--- src/tcp_pkg.sv ---
`default_nettype none

package tcp_pkg;

  localparam int          TCP_NUM_TIMERS  = 2;
  localparam int          TCP_ADDR_W      = 6;
  localparam int          TCP_TICK_DIV    = 4;

  // Byte offsets of the per-timer block and the shared interrupt registers; timer B sits one stride above timer A
  localparam logic [5:0]  TCP_OFS_CSR     = 6'h00;
  localparam logic [5:0]  TCP_OFS_CR1     = 6'h04;
  localparam logic [5:0]  TCP_OFS_CMPH    = 6'h08;
  localparam logic [5:0]  TCP_OFS_CMPL    = 6'h0C;
  localparam logic [5:0]  TCP_OFS_TSTRIDE = 6'h10;
  localparam logic [5:0]  TCP_OFS_IRQ_STS = 6'h20;
  localparam logic [5:0]  TCP_OFS_IRQ_CLR = 6'h24;
  localparam logic [5:0]  TCP_OFS_IRQ_EN  = 6'h28;

  // Control/status register fields
  localparam int          TCP_BIT_FLAG    = 7;
  localparam int          TCP_BIT_DIS     = 6;
  localparam int          TCP_BIT_SKIP    = 1;
  localparam int          TCP_BIT_OUT     = 0;
  // First control register fields
  localparam int          TCP_BIT_CIE     = 6;
  localparam int          TCP_BIT_PWM     = 4;
  localparam int          TCP_BIT_LVLB    = 1;
  localparam int          TCP_BIT_LVLA    = 0;

  localparam logic [15:0] TCP_CMP_SKIP    = 16'hFFFC;
  localparam logic [15:0] TCP_CMP_RST     = 16'hFFFF;
  localparam logic [15:0] TCP_CNT_RST     = 16'h0000;
  localparam logic [15:0] TCP_CNT_TOP     = 16'hFFFF;
  localparam logic [15:0] TCP_CNT_STEP    = 16'h0001;
  localparam logic        TCP_DIS_RST     = 1'b0;
  localparam logic        TCP_CIE_RST     = 1'b0;
  localparam logic        TCP_OUT_RST     = 1'b0;

  typedef enum logic {TCP_BUS_IDLE, TCP_BUS_ANSWER} tcp_bus_t;

endpackage : tcp_pkg

`default_nettype wire

--- src/tcp_tick.sv ---
`default_nettype none

module tcp_tick import tcp_pkg::*; #(
  parameter int DIV = TCP_TICK_DIV
) (
  input  wire logic clk_in,
  input  wire logic rst_n_in,
  output logic      tick_out
);

  localparam int          CW    = (DIV > 1) ? $clog2(DIV) : 1;
  localparam logic [CW-1:0] LAST = CW'(DIV - 1);

  logic [CW-1:0] count;

  always_ff @(posedge clk_in) begin
    if (!rst_n_in) begin
      count    <= '0;
      tick_out <= 1'b0;
    end else begin
      tick_out <= (count == LAST);
      count    <= (count == LAST) ? '0 : CW'(count + 1'b1);
    end
  end

endmodule : tcp_tick

`default_nettype wire

--- src/tcp_top.sv ---
// Design decisions made here: the Avalon-MM register port and the placing of the registers.
`default_nettype none

module tcp_top import tcp_pkg::*; #(
  parameter int TICK_DIV = TCP_TICK_DIV
) (
  input  wire logic                  MCLK_IN,
  input  wire logic                  NRST_IN,
  input  wire logic [TCP_ADDR_W-1:0] AVS_ADDRESS_IN,
  input  wire logic                  AVS_READ_IN,
  input  wire logic                  AVS_WRITE_IN,
  input  wire logic [31:0]           AVS_WRITEDATA_IN,
  input  wire logic [3:0]            AVS_BYTEENABLE_IN,
  output logic      [31:0]           AVS_READDATA_OUT,
  output logic                       AVS_WAITREQUEST_OUT,
  output logic                       IRQ_OUT,
  output logic                       PWM_A_OUT,
  output logic                       PWM_B_OUT
);

  localparam int N = TCP_NUM_TIMERS;

  function automatic logic tcp_hit(input logic [5:0] a, input logic [5:0] ofs, input int t);
    logic [5:0] base;
    base = (t == 1) ? TCP_OFS_TSTRIDE : 6'h00;
    return a == 6'(ofs + base);
  endfunction : tcp_hit

  tcp_bus_t      bus_state;
  logic          tick;
  logic          wr_go;
  logic [7:0]    wdata;
  logic [31:0]   next_rdata;

  logic          dis      [N];
  logic          stuck    [N];
  logic          flag     [N];
  logic          cie      [N];
  logic          pwm_mode [N];
  logic          lvl_a    [N];
  logic          lvl_b    [N];
  logic          skip_pend[N];
  logic          skip_act [N];
  logic          pwm      [N];
  logic [15:0]   cnt      [N];
  logic [15:0]   cmp      [N];

  logic [N-1:0]  cmp_evt;
  logic [N-1:0]  wrap;
  logic [N-1:0]  tim_req;
  logic [N-1:0]  wr_csr;
  logic [N-1:0]  wr_cr1;
  logic [N-1:0]  wr_hi;
  logic [N-1:0]  wr_lo;
  logic [N-1:0]  irq_sts;
  logic [N-1:0]  irq_en;

  tcp_tick #(.DIV(TICK_DIV)) u_tick (
    .clk_in   (MCLK_IN),
    .rst_n_in (NRST_IN),
    .tick_out (tick)
  );

  // Every access gets exactly one wait cycle; read data is captured on the first
  assign AVS_WAITREQUEST_OUT = (bus_state == TCP_BUS_IDLE) & (AVS_READ_IN | AVS_WRITE_IN);
  assign wr_go = AVS_WRITE_IN & (bus_state == TCP_BUS_ANSWER) & AVS_BYTEENABLE_IN[0];
  assign wdata = AVS_WRITEDATA_IN[7:0];

  always_ff @(posedge MCLK_IN) begin
    if (!NRST_IN) begin
      bus_state <= TCP_BUS_IDLE;
    end else begin
      unique case (bus_state)
        TCP_BUS_IDLE: begin
          if (AVS_READ_IN | AVS_WRITE_IN) begin
            bus_state <= TCP_BUS_ANSWER;
          end
        end
        TCP_BUS_ANSWER: begin
          bus_state <= TCP_BUS_IDLE;
        end
      endcase
    end
  end

  always_comb begin
    next_rdata = 32'h0000_0000;
    for (int t = 0; t < N; t++) begin
      if (tcp_hit(AVS_ADDRESS_IN, TCP_OFS_CSR, t)) begin
        next_rdata[TCP_BIT_FLAG] = flag[t];
        next_rdata[TCP_BIT_DIS]  = dis[t];
        next_rdata[TCP_BIT_SKIP] = skip_act[t];
        next_rdata[TCP_BIT_OUT]  = pwm[t];
      end
      if (tcp_hit(AVS_ADDRESS_IN, TCP_OFS_CR1, t)) begin
        next_rdata[TCP_BIT_CIE]  = cie[t];
        next_rdata[TCP_BIT_PWM]  = pwm_mode[t];
        next_rdata[TCP_BIT_LVLB] = lvl_b[t];
        next_rdata[TCP_BIT_LVLA] = lvl_a[t];
      end
      if (tcp_hit(AVS_ADDRESS_IN, TCP_OFS_CMPH, t)) begin
        next_rdata[7:0] = cmp[t][15:8];
      end
      if (tcp_hit(AVS_ADDRESS_IN, TCP_OFS_CMPL, t)) begin
        next_rdata[7:0] = cmp[t][7:0];
      end
    end
    if (AVS_ADDRESS_IN == TCP_OFS_IRQ_STS) begin
      next_rdata[N-1:0] = irq_sts;
    end
    if (AVS_ADDRESS_IN == TCP_OFS_IRQ_EN) begin
      next_rdata[N-1:0] = irq_en;
    end
  end

  always_ff @(posedge MCLK_IN) begin
    if (!NRST_IN) begin
      AVS_READDATA_OUT <= 32'h0000_0000;
    end else if (AVS_READ_IN && bus_state == TCP_BUS_IDLE) begin
      AVS_READDATA_OUT <= next_rdata;
    end
  end

  for (genvar t = 0; t < N; t++) begin : g_tim
    assign wr_csr[t]  = wr_go & tcp_hit(AVS_ADDRESS_IN, TCP_OFS_CSR, t);
    assign wr_cr1[t]  = wr_go & tcp_hit(AVS_ADDRESS_IN, TCP_OFS_CR1, t);
    assign wr_hi[t]   = wr_go & tcp_hit(AVS_ADDRESS_IN, TCP_OFS_CMPH, t);
    assign wr_lo[t]   = wr_go & tcp_hit(AVS_ADDRESS_IN, TCP_OFS_CMPL, t);
    assign cmp_evt[t] = tick & ~dis[t] & (cnt[t] == cmp[t]);
    assign wrap[t]    = tick & ~dis[t] & (cnt[t] == TCP_CNT_TOP);
    assign tim_req[t] = flag[t] & cie[t];

    always_ff @(posedge MCLK_IN) begin
      if (!NRST_IN) begin
        cnt[t] <= TCP_CNT_RST;
      end else if (tick && !dis[t]) begin
        cnt[t] <= 16'(cnt[t] + TCP_CNT_STEP);
      end
    end

    always_ff @(posedge MCLK_IN) begin
      if (!NRST_IN) begin
        dis[t]   <= TCP_DIS_RST;
        stuck[t] <= 1'b0;
      end else if (wr_csr[t]) begin
        dis[t] <= wdata[TCP_BIT_DIS];
        // Disabling on the very tick of a match locks the flag until re-enable
        if (wdata[TCP_BIT_DIS] && cmp_evt[t]) begin
          stuck[t] <= 1'b1;
        end else if (!wdata[TCP_BIT_DIS]) begin
          stuck[t] <= 1'b0;
        end
      end
    end

    // A new match beats a software clear in the same cycle
    always_ff @(posedge MCLK_IN) begin
      if (!NRST_IN) begin
        flag[t] <= 1'b0;
      end else if (cmp_evt[t]) begin
        flag[t] <= 1'b1;
      end else if (wr_csr[t] && wdata[TCP_BIT_FLAG] && !stuck[t]) begin
        flag[t] <= 1'b0;
      end
    end

    always_ff @(posedge MCLK_IN) begin
      if (!NRST_IN) begin
        cie[t]      <= TCP_CIE_RST;
        pwm_mode[t] <= 1'b0;
        lvl_a[t]    <= 1'b0;
        lvl_b[t]    <= 1'b0;
      end else if (wr_cr1[t]) begin
        cie[t]      <= wdata[TCP_BIT_CIE];
        pwm_mode[t] <= wdata[TCP_BIT_PWM];
        lvl_a[t]    <= wdata[TCP_BIT_LVLA];
        lvl_b[t]    <= wdata[TCP_BIT_LVLB];
      end
    end

    always_ff @(posedge MCLK_IN) begin
      if (!NRST_IN) begin
        cmp[t] <= TCP_CMP_RST;
      end else if (wr_hi[t]) begin
        cmp[t][15:8] <= wdata;
      end else if (wr_lo[t]) begin
        cmp[t][7:0] <= wdata;
      end
    end

    // The pending skip is consumed at the next period start
    always_ff @(posedge MCLK_IN) begin
      if (!NRST_IN) begin
        skip_pend[t] <= 1'b0;
        skip_act[t]  <= 1'b0;
      end else begin
        if (wrap[t] && pwm_mode[t]) begin
          skip_act[t] <= skip_pend[t];
        end
        if (wr_lo[t] && pwm_mode[t] && {cmp[t][15:8], wdata} == TCP_CMP_SKIP) begin
          skip_pend[t] <= 1'b1;
        end else if (wrap[t] && pwm_mode[t]) begin
          skip_pend[t] <= 1'b0;
        end
      end
    end

    always_ff @(posedge MCLK_IN) begin
      if (!NRST_IN) begin
        pwm[t] <= TCP_OUT_RST;
      end else if (wrap[t] && pwm_mode[t]) begin
        pwm[t] <= skip_pend[t] ? lvl_b[t] : lvl_a[t];
      end else if (cmp_evt[t]) begin
        pwm[t] <= pwm_mode[t] ? lvl_b[t] : lvl_a[t];
      end
    end
  end

  // Status follows the level request, so a locked flag keeps it set through each clear
  always_ff @(posedge MCLK_IN) begin
    if (!NRST_IN) begin
      irq_sts <= '0;
    end else if (wr_go && AVS_ADDRESS_IN == TCP_OFS_IRQ_CLR) begin
      irq_sts <= (irq_sts & ~wdata[N-1:0]) | tim_req;
    end else begin
      irq_sts <= irq_sts | tim_req;
    end
  end

  always_ff @(posedge MCLK_IN) begin
    if (!NRST_IN) begin
      irq_en <= '0;
    end else if (wr_go && AVS_ADDRESS_IN == TCP_OFS_IRQ_EN) begin
      irq_en <= wdata[N-1:0];
    end
  end

  assign IRQ_OUT   = |(irq_sts & irq_en);
  assign PWM_A_OUT = pwm[0];
  assign PWM_B_OUT = pwm[1];
endmodule : tcp_top

`default_nettype wire

--- config.mk ---
export PLATFORM = sky130hd
export DESIGN_NAME = tcp_top
export DESIGN_NICKNAME = d
export VERILOG_FILES = /design/src/tcp_pkg.sv /design/src/tcp_tick.sv /design/src/tcp_top.sv
export SDC_FILE = /design/constraint.sdc
export NUM_CORES = 1
export LEC_CHECK = 0
export CAP_MARGIN = 20
export CORE_ASPECT_RATIO = 0.5
export CORE_MARGIN = 4
export CORE_UTILIZATION = 31
export CTS_BUF_LIST = sky130_fd_sc_hd__clkbuf_16
export DETAILED_ROUTE_END_ITERATION = 8
export DONT_BUFFER_PORTS = 1
export GPL_ROUTABILITY_DRIVEN = 1
export SKIP_CTS_REPAIR_TIMING = 1
export SLEW_MARGIN = 20
export SYNTH_ARGS = -nofsm -noshare
export SYNTH_HDL_FRONTEND = slang
export SYNTH_SLANG_ARGS = --single-unit
--- constraint.sdc ---
create_clock -name MCLK_IN -period 2.5 [get_ports MCLK_IN]
set_input_delay 0.375 -clock MCLK_IN [delete_from_list [all_inputs] [get_ports MCLK_IN]]
set_output_delay 0.375 -clock MCLK_IN [all_outputs]
set_load 0.1 [all_outputs]
After elaboration in Yosys (flattened, before gate mapping). Memories as Yosys holds them, arrays and structs flattened. Index checks and enable logic that the tools add are counted.

Register bits after elaboration: 16. RAM bits: 84. Word-level logic and storage cells: 270. Memories: 12.

Memories: cmp (words 2, width 16, read ports 2, clocked after memory_dff 0, write ports 2, RTL line tcp_top.sv:46) `logic [15:0] cmp [N];`; cnt (words 2, width 16, read ports 2, clocked after memory_dff 0, write ports 2, RTL line tcp_top.sv:45) `logic [15:0] cnt [N];`; cie (words 2, width 1, read ports 2, clocked after memory_dff 0, write ports 2, RTL line tcp_top.sv:38) `logic cie [N];`; dis (words 2, width 1, read ports 2, clocked after memory_dff 0, write ports 2, RTL line tcp_top.sv:35) `logic dis [N];`; flag (words 2, width 1, read ports 2, clocked after memory_dff 0, write ports 2, RTL line tcp_top.sv:37) `logic flag [N];`; lvl_a (words 2, width 1, read ports 2, clocked after memory_dff 0, write ports 2, RTL line tcp_top.sv:40) `logic lvl_a [N];`; 6 more memories.

Add/subtract/negate cells: 3. Eq/ne operators: 17. Muxes and demuxes: 145. Bitwise gates (word level): 63. Reductions and logical operators: 24.

Operators with widths (count): $mux 1 (125); $eq 16x16->1 const B (4); $mux 8 (8); $or 1x1->1 (35); $add 16x1->16 const B (2); $eq 16x16->1 (2); $mux 16 (2); $eq 6x5->1 const B (4); $and 1x1->1 (19); $eq 6x6->1 const B (3); $mux 2 (9); $logic_and 1x1->1 (17); $eq 6x4->1 const B (2); $eq 6x3->1 const B (1); $logic_not 6->1 (1); $and 2x2->2 (2); $logic_not 1->1 (4); $not 1->1 (4); $or 2x2->2 (2); $reduce_or 2->1 (2); $add 2x1->2 const B (1); $eq 2x2->1 const B (1); $not 2->2 (1); $pmux 1 s2 (1).

Logic depth before layout (Yosys ltp).
Word-level depth: 11. Depth in mapped cells: 7. Gate-level depth less buffers: 6.

Modules after synthesis. Synthesis repeated with hierarchy kept, for this count alone.

Cell total of the unflattened synthesis: 531. Area, all modules: 5490.3 um^2.

By module, submodules not included: tcp_top (instances 1, cells an instance 524, area each 5388.9 um^2, seq. area each 2682.6 um^2); tcp_tick (instances 1, cells an instance 7, area each 101.3 um^2, seq. area each 60.1 um^2).

Worst setup path after synthesis. Ideal clock, no wire load.

Kind: in2reg. Start point: in AVS_ADDRESS_IN[4]. End point: mem cmp[0][10], enable pin. Setup time: 387 ps. Arrival time: 1891 ps. Required time: 2113 ps. Slack: 223 ps. Stages: 5. Path through: buf_4 -> nor4_2 -> buf_2 -> nand2_1 -> o31ai_1.

RTL lines: from (decl) (RTL line tcp_top.sv:9) `input wire logic [TCP_ADDR_W-1:0] AVS_ADDRESS_IN,`; to (decl) (RTL line tcp_top.sv:46).

==> summary.txt <==
STA
  • Final Hold Fails: 0
  • Slew Viols, Final: 0
  • Worst-Margin Slew: 679 ps
  • TNS Setup: 0 ps
  • Slew HR: 54.6%
  • Hold slack: 150 ps
  • Maximum clock frequency: 490 MHz
  • Final period util: 81.6%
  • Minimum clock period: 2040 ps
  • RSZ-0062 raised after global routing: no
  • Final setup fails: 0
  • Final WS setup: 460 ps
  • Clk_skew: 5.58 ps

Routing
  • Via count: 4116
  • Routed Antenna Nets: 0
  • WL/cell: 17.7 um
  • Starting DRT DRC Count: 438
  • Remaining DRCs: 0
  • Via density: 5.20
  • Pre-antenna DRT Iters: 5
  • Final wirelength: 14000 um

Global route
  • Initial antenna violation count: 0
  • First-pass GRT wire length: 22100 um
  • Total GRT Usage: 13.9%
  • Largest net degree at the start of global routing: 32
  • Grt ovf: 0
  • Vias in the first global route: 3927

Synth
  • Cells after Synth: 546
  • Most instantiated library cell after synthesis: edfxtp_1
  • Synthesized area per cell: 10.2 um^2
  • Netlist Area Pre-Place: 0.00558 mm^2
  • Post-synth EDFFs: 74
  • Yosys top cell area share: 39.8%
  • Post-synthesis register bit count: 100
  • Register area share after synthesis: 49.1%
  • Ranking of synthesized cells by area: edfxtp_1 40%, dfxtp_1 9.3%, xnor2_1 5.5%
  • Synth top cells by count: 74 x edfxtp_1, 48 x nand2_1, 41 x nor2_1, 37 x or3_1, 35 x xnor2_1
  • Post-synth top area cell: edfxtp_1
  • Yosys cell types: 61
  • Async SR Flop Fraction: 0%
  • Main synth FF type: edfxtp_1
  • Synth warn: 0

Worst setup path
  • Setup crit end kind: flip-flop
  • FF-to-FF setup slack: 460 ps
  • WS Path Type: flip-flop to flip-flop
  • Arrival time worst endpoint: 2060 ps
  • Required time worst endpoint: 2520 ps
  • Setup crit end: flag[0]
  • Worst R2R End: flag[0]
  • Reg2reg path depth: 5
  • Crit Path Max Fanout: 5
  • CP Launch Point: cnt[0][6]
  • Worst Setup Start Kind: flip-flop
  • Worst flop-to-flop path startpoint: cnt[0][6]

Clocking
  • CTS tree: built
  • CTS H-Tree Depth: 3
  • Root Buffer: clkbuf_16
  • Worst skew pair latency: 350 ps
  • CTS Buffer Depth: 2
  • Total CTS buffers: 9
  • Reg clk slew, reported paths: 70 ps
  • CTS sink cnt: 100

Placement
  • IO Port Bufs: 0
  • Detailed Place HPWL: 10300 um
  • GP Congestion: 0.850
  • Placed cells: 775
  • Post-DP Area: 0.00584 mm^2
  • Pre-CTS setup slack: 474 ps

Final layout
  • Nets: 601
  • ANT cells: 0
  • Share of cells above drive strength 1: 9.87%
  • Design Area, Final: 0.00612 mm^2
  • Area Growth Syn to Fin: 9.55%
  • Finished Layout Cells: 791

Power and ir drop
  • Pwr/cell area: 591 mW/mm^2
  • Leakage: 1.97 nW
  • Peak VDD IR: 0.000312 V

Status
  • Outcome: complete, no violations

Die
  • Die height: 103 um
  • Io pins: 82
  • DIE AREA: 0.0204 mm^2
  • Starting Density: 31.9%
  • Die X: 198 um
  • Std cell rows: 34
  • Total core area: 0.0175 mm^2

Job
  • MaxCap Viol Count: 0

Worst hold path
  • Min-delay worst type: input port to flip-flop
-- power by group --
| part | leakage (nW) | total (W) | internal, W | switching, W |
|---|---|---|---|---|
| Clock | 0.149 | 0.00133 | 0.000724 | 0.000602 |
| Combinational | 0.959 | 0.000417 | 0.0000896 | 0.000328 |
| Sequential | 0.866 | 0.00187 | 0.00182 | 0.0000524 |
| Total | 1.97 | 0.00362 | 0.00264 | 0.000982 |
-- logic make-up (layout without fill, tap and decap cells) --
logic type | Yosys count | in the layout | synth area share [%]
compound gates | 77 | 77 | 8.94
xor+xnor | 54 | 54 | 8.47
fa+ha+maj | 3 | 3 | 0.672
buf+inv | 62 | 50 | 6.07
flops | 100 | 100 | 49.1
mux | 14 | 14 | 3.32
other cells | 1 | 24 | 0.0672
simple gates | 235 | 235 | 23.3
-- cell type report --
cell class | count | area [um^2]
Fill cell | 1782 | 11400
Sequential cell | 100 | 2740
Multi-Input combinational cell | 407 | 2590
Tap cell | 234 | 293
Clock buffer | 10 | 250
Timing Repair Buffer | 22 | 165
Inverter | 12 | 45.0
Clock inverter | 6 | 30.0
-- routing by layer --
layer / up-vias / GRT usage [%] / share of wire, %
li1: 1968 / - / -
met4: 0 / 4.44 / 2.0
met5: - / 0 / 0
met2: 112 / 23.7 / 48
met1: 2017 / 17.7 / 44
met3: 19 / 3.46 / 5.6
-- flip-flops by register name, indices dropped and copies added, names as in the netlist, 2 cells and up --
signal and flops:
u_tick.count 2, stuck 2, flag 2, dis 2
irq_sts 2, AVS_READDATA_OUT 8, pwm_mode 2, cie 2
cnt 32, lvl_a 2, pwm 2, irq_en 2
skip_act 2, lvl_b 2, cmp 32, skip_pend 2
-- worst min-delay path by stage --
stage	slack [ps]	startpoint	depth (start not counted)	endpoint
detailed placement	440	u_tick.count[0]	1	u_tick.count[0]
finish	150	AVS_WRITEDATA_IN[0]	2	lvl_a[1]
CTS	140	NRST_IN	1	u_tick.tick_out
global route	150	NRST_IN	1	AVS_READDATA_OUT[7]
global placement	420	u_tick.count[0]	1	u_tick.count[0]
floorplan	410	u_tick.count[0]	1	u_tick.count[0]
-- layout by cell type (no fill, tap or decap), drive strengths merged, types with 3 or more instances in the layout --
| cell | instances |
|---|---|
| a211oi | 3 |
| a21oi | 24 |
| a22oi | 3 |
| and2 | 7 |
| and3 | 12 |
| and4 | 6 |
| buf | 22 |
| clkbuf | 10 |
| clkinv | 3 |
| conb | 24 |
| dfxtp | 26 |
| edfxtp | 74 |
| ha | 3 |
| inv | 15 |
| mux2 | 6 |
| mux2i | 5 |
| mux4 | 3 |
| nand2 | 48 |
| nand2b | 4 |
| nand3 | 30 |
| nand4 | 16 |
| nor2 | 41 |
| nor2b | 6 |
| nor3 | 12 |
| nor4 | 7 |
| o2111ai | 3 |
| o211ai | 4 |
| o21ai | 18 |
| or3 | 37 |
| xnor2 | 35 |
| xor2 | 19 |
-- critical path, cell delays in order, from the launching register on --
cell and delay, ps:
edfxtp_1 500, xnor2_1 200, nand4_1 120, nor4_1 530
nand2_1 200, o311ai_0 170
-- through the flow --
step	total power [W]	utilization, %
6_report	0.00362	34.9
2_1_floorplan	0.00230	-
4_1_cts	0.00364	34.9
3_5_place_dp	0.00233	33.3
3_3_place_gp	0.00232	33.3
5_1_grt	0.00374	34.9
(Power assumes the default switching activity.)
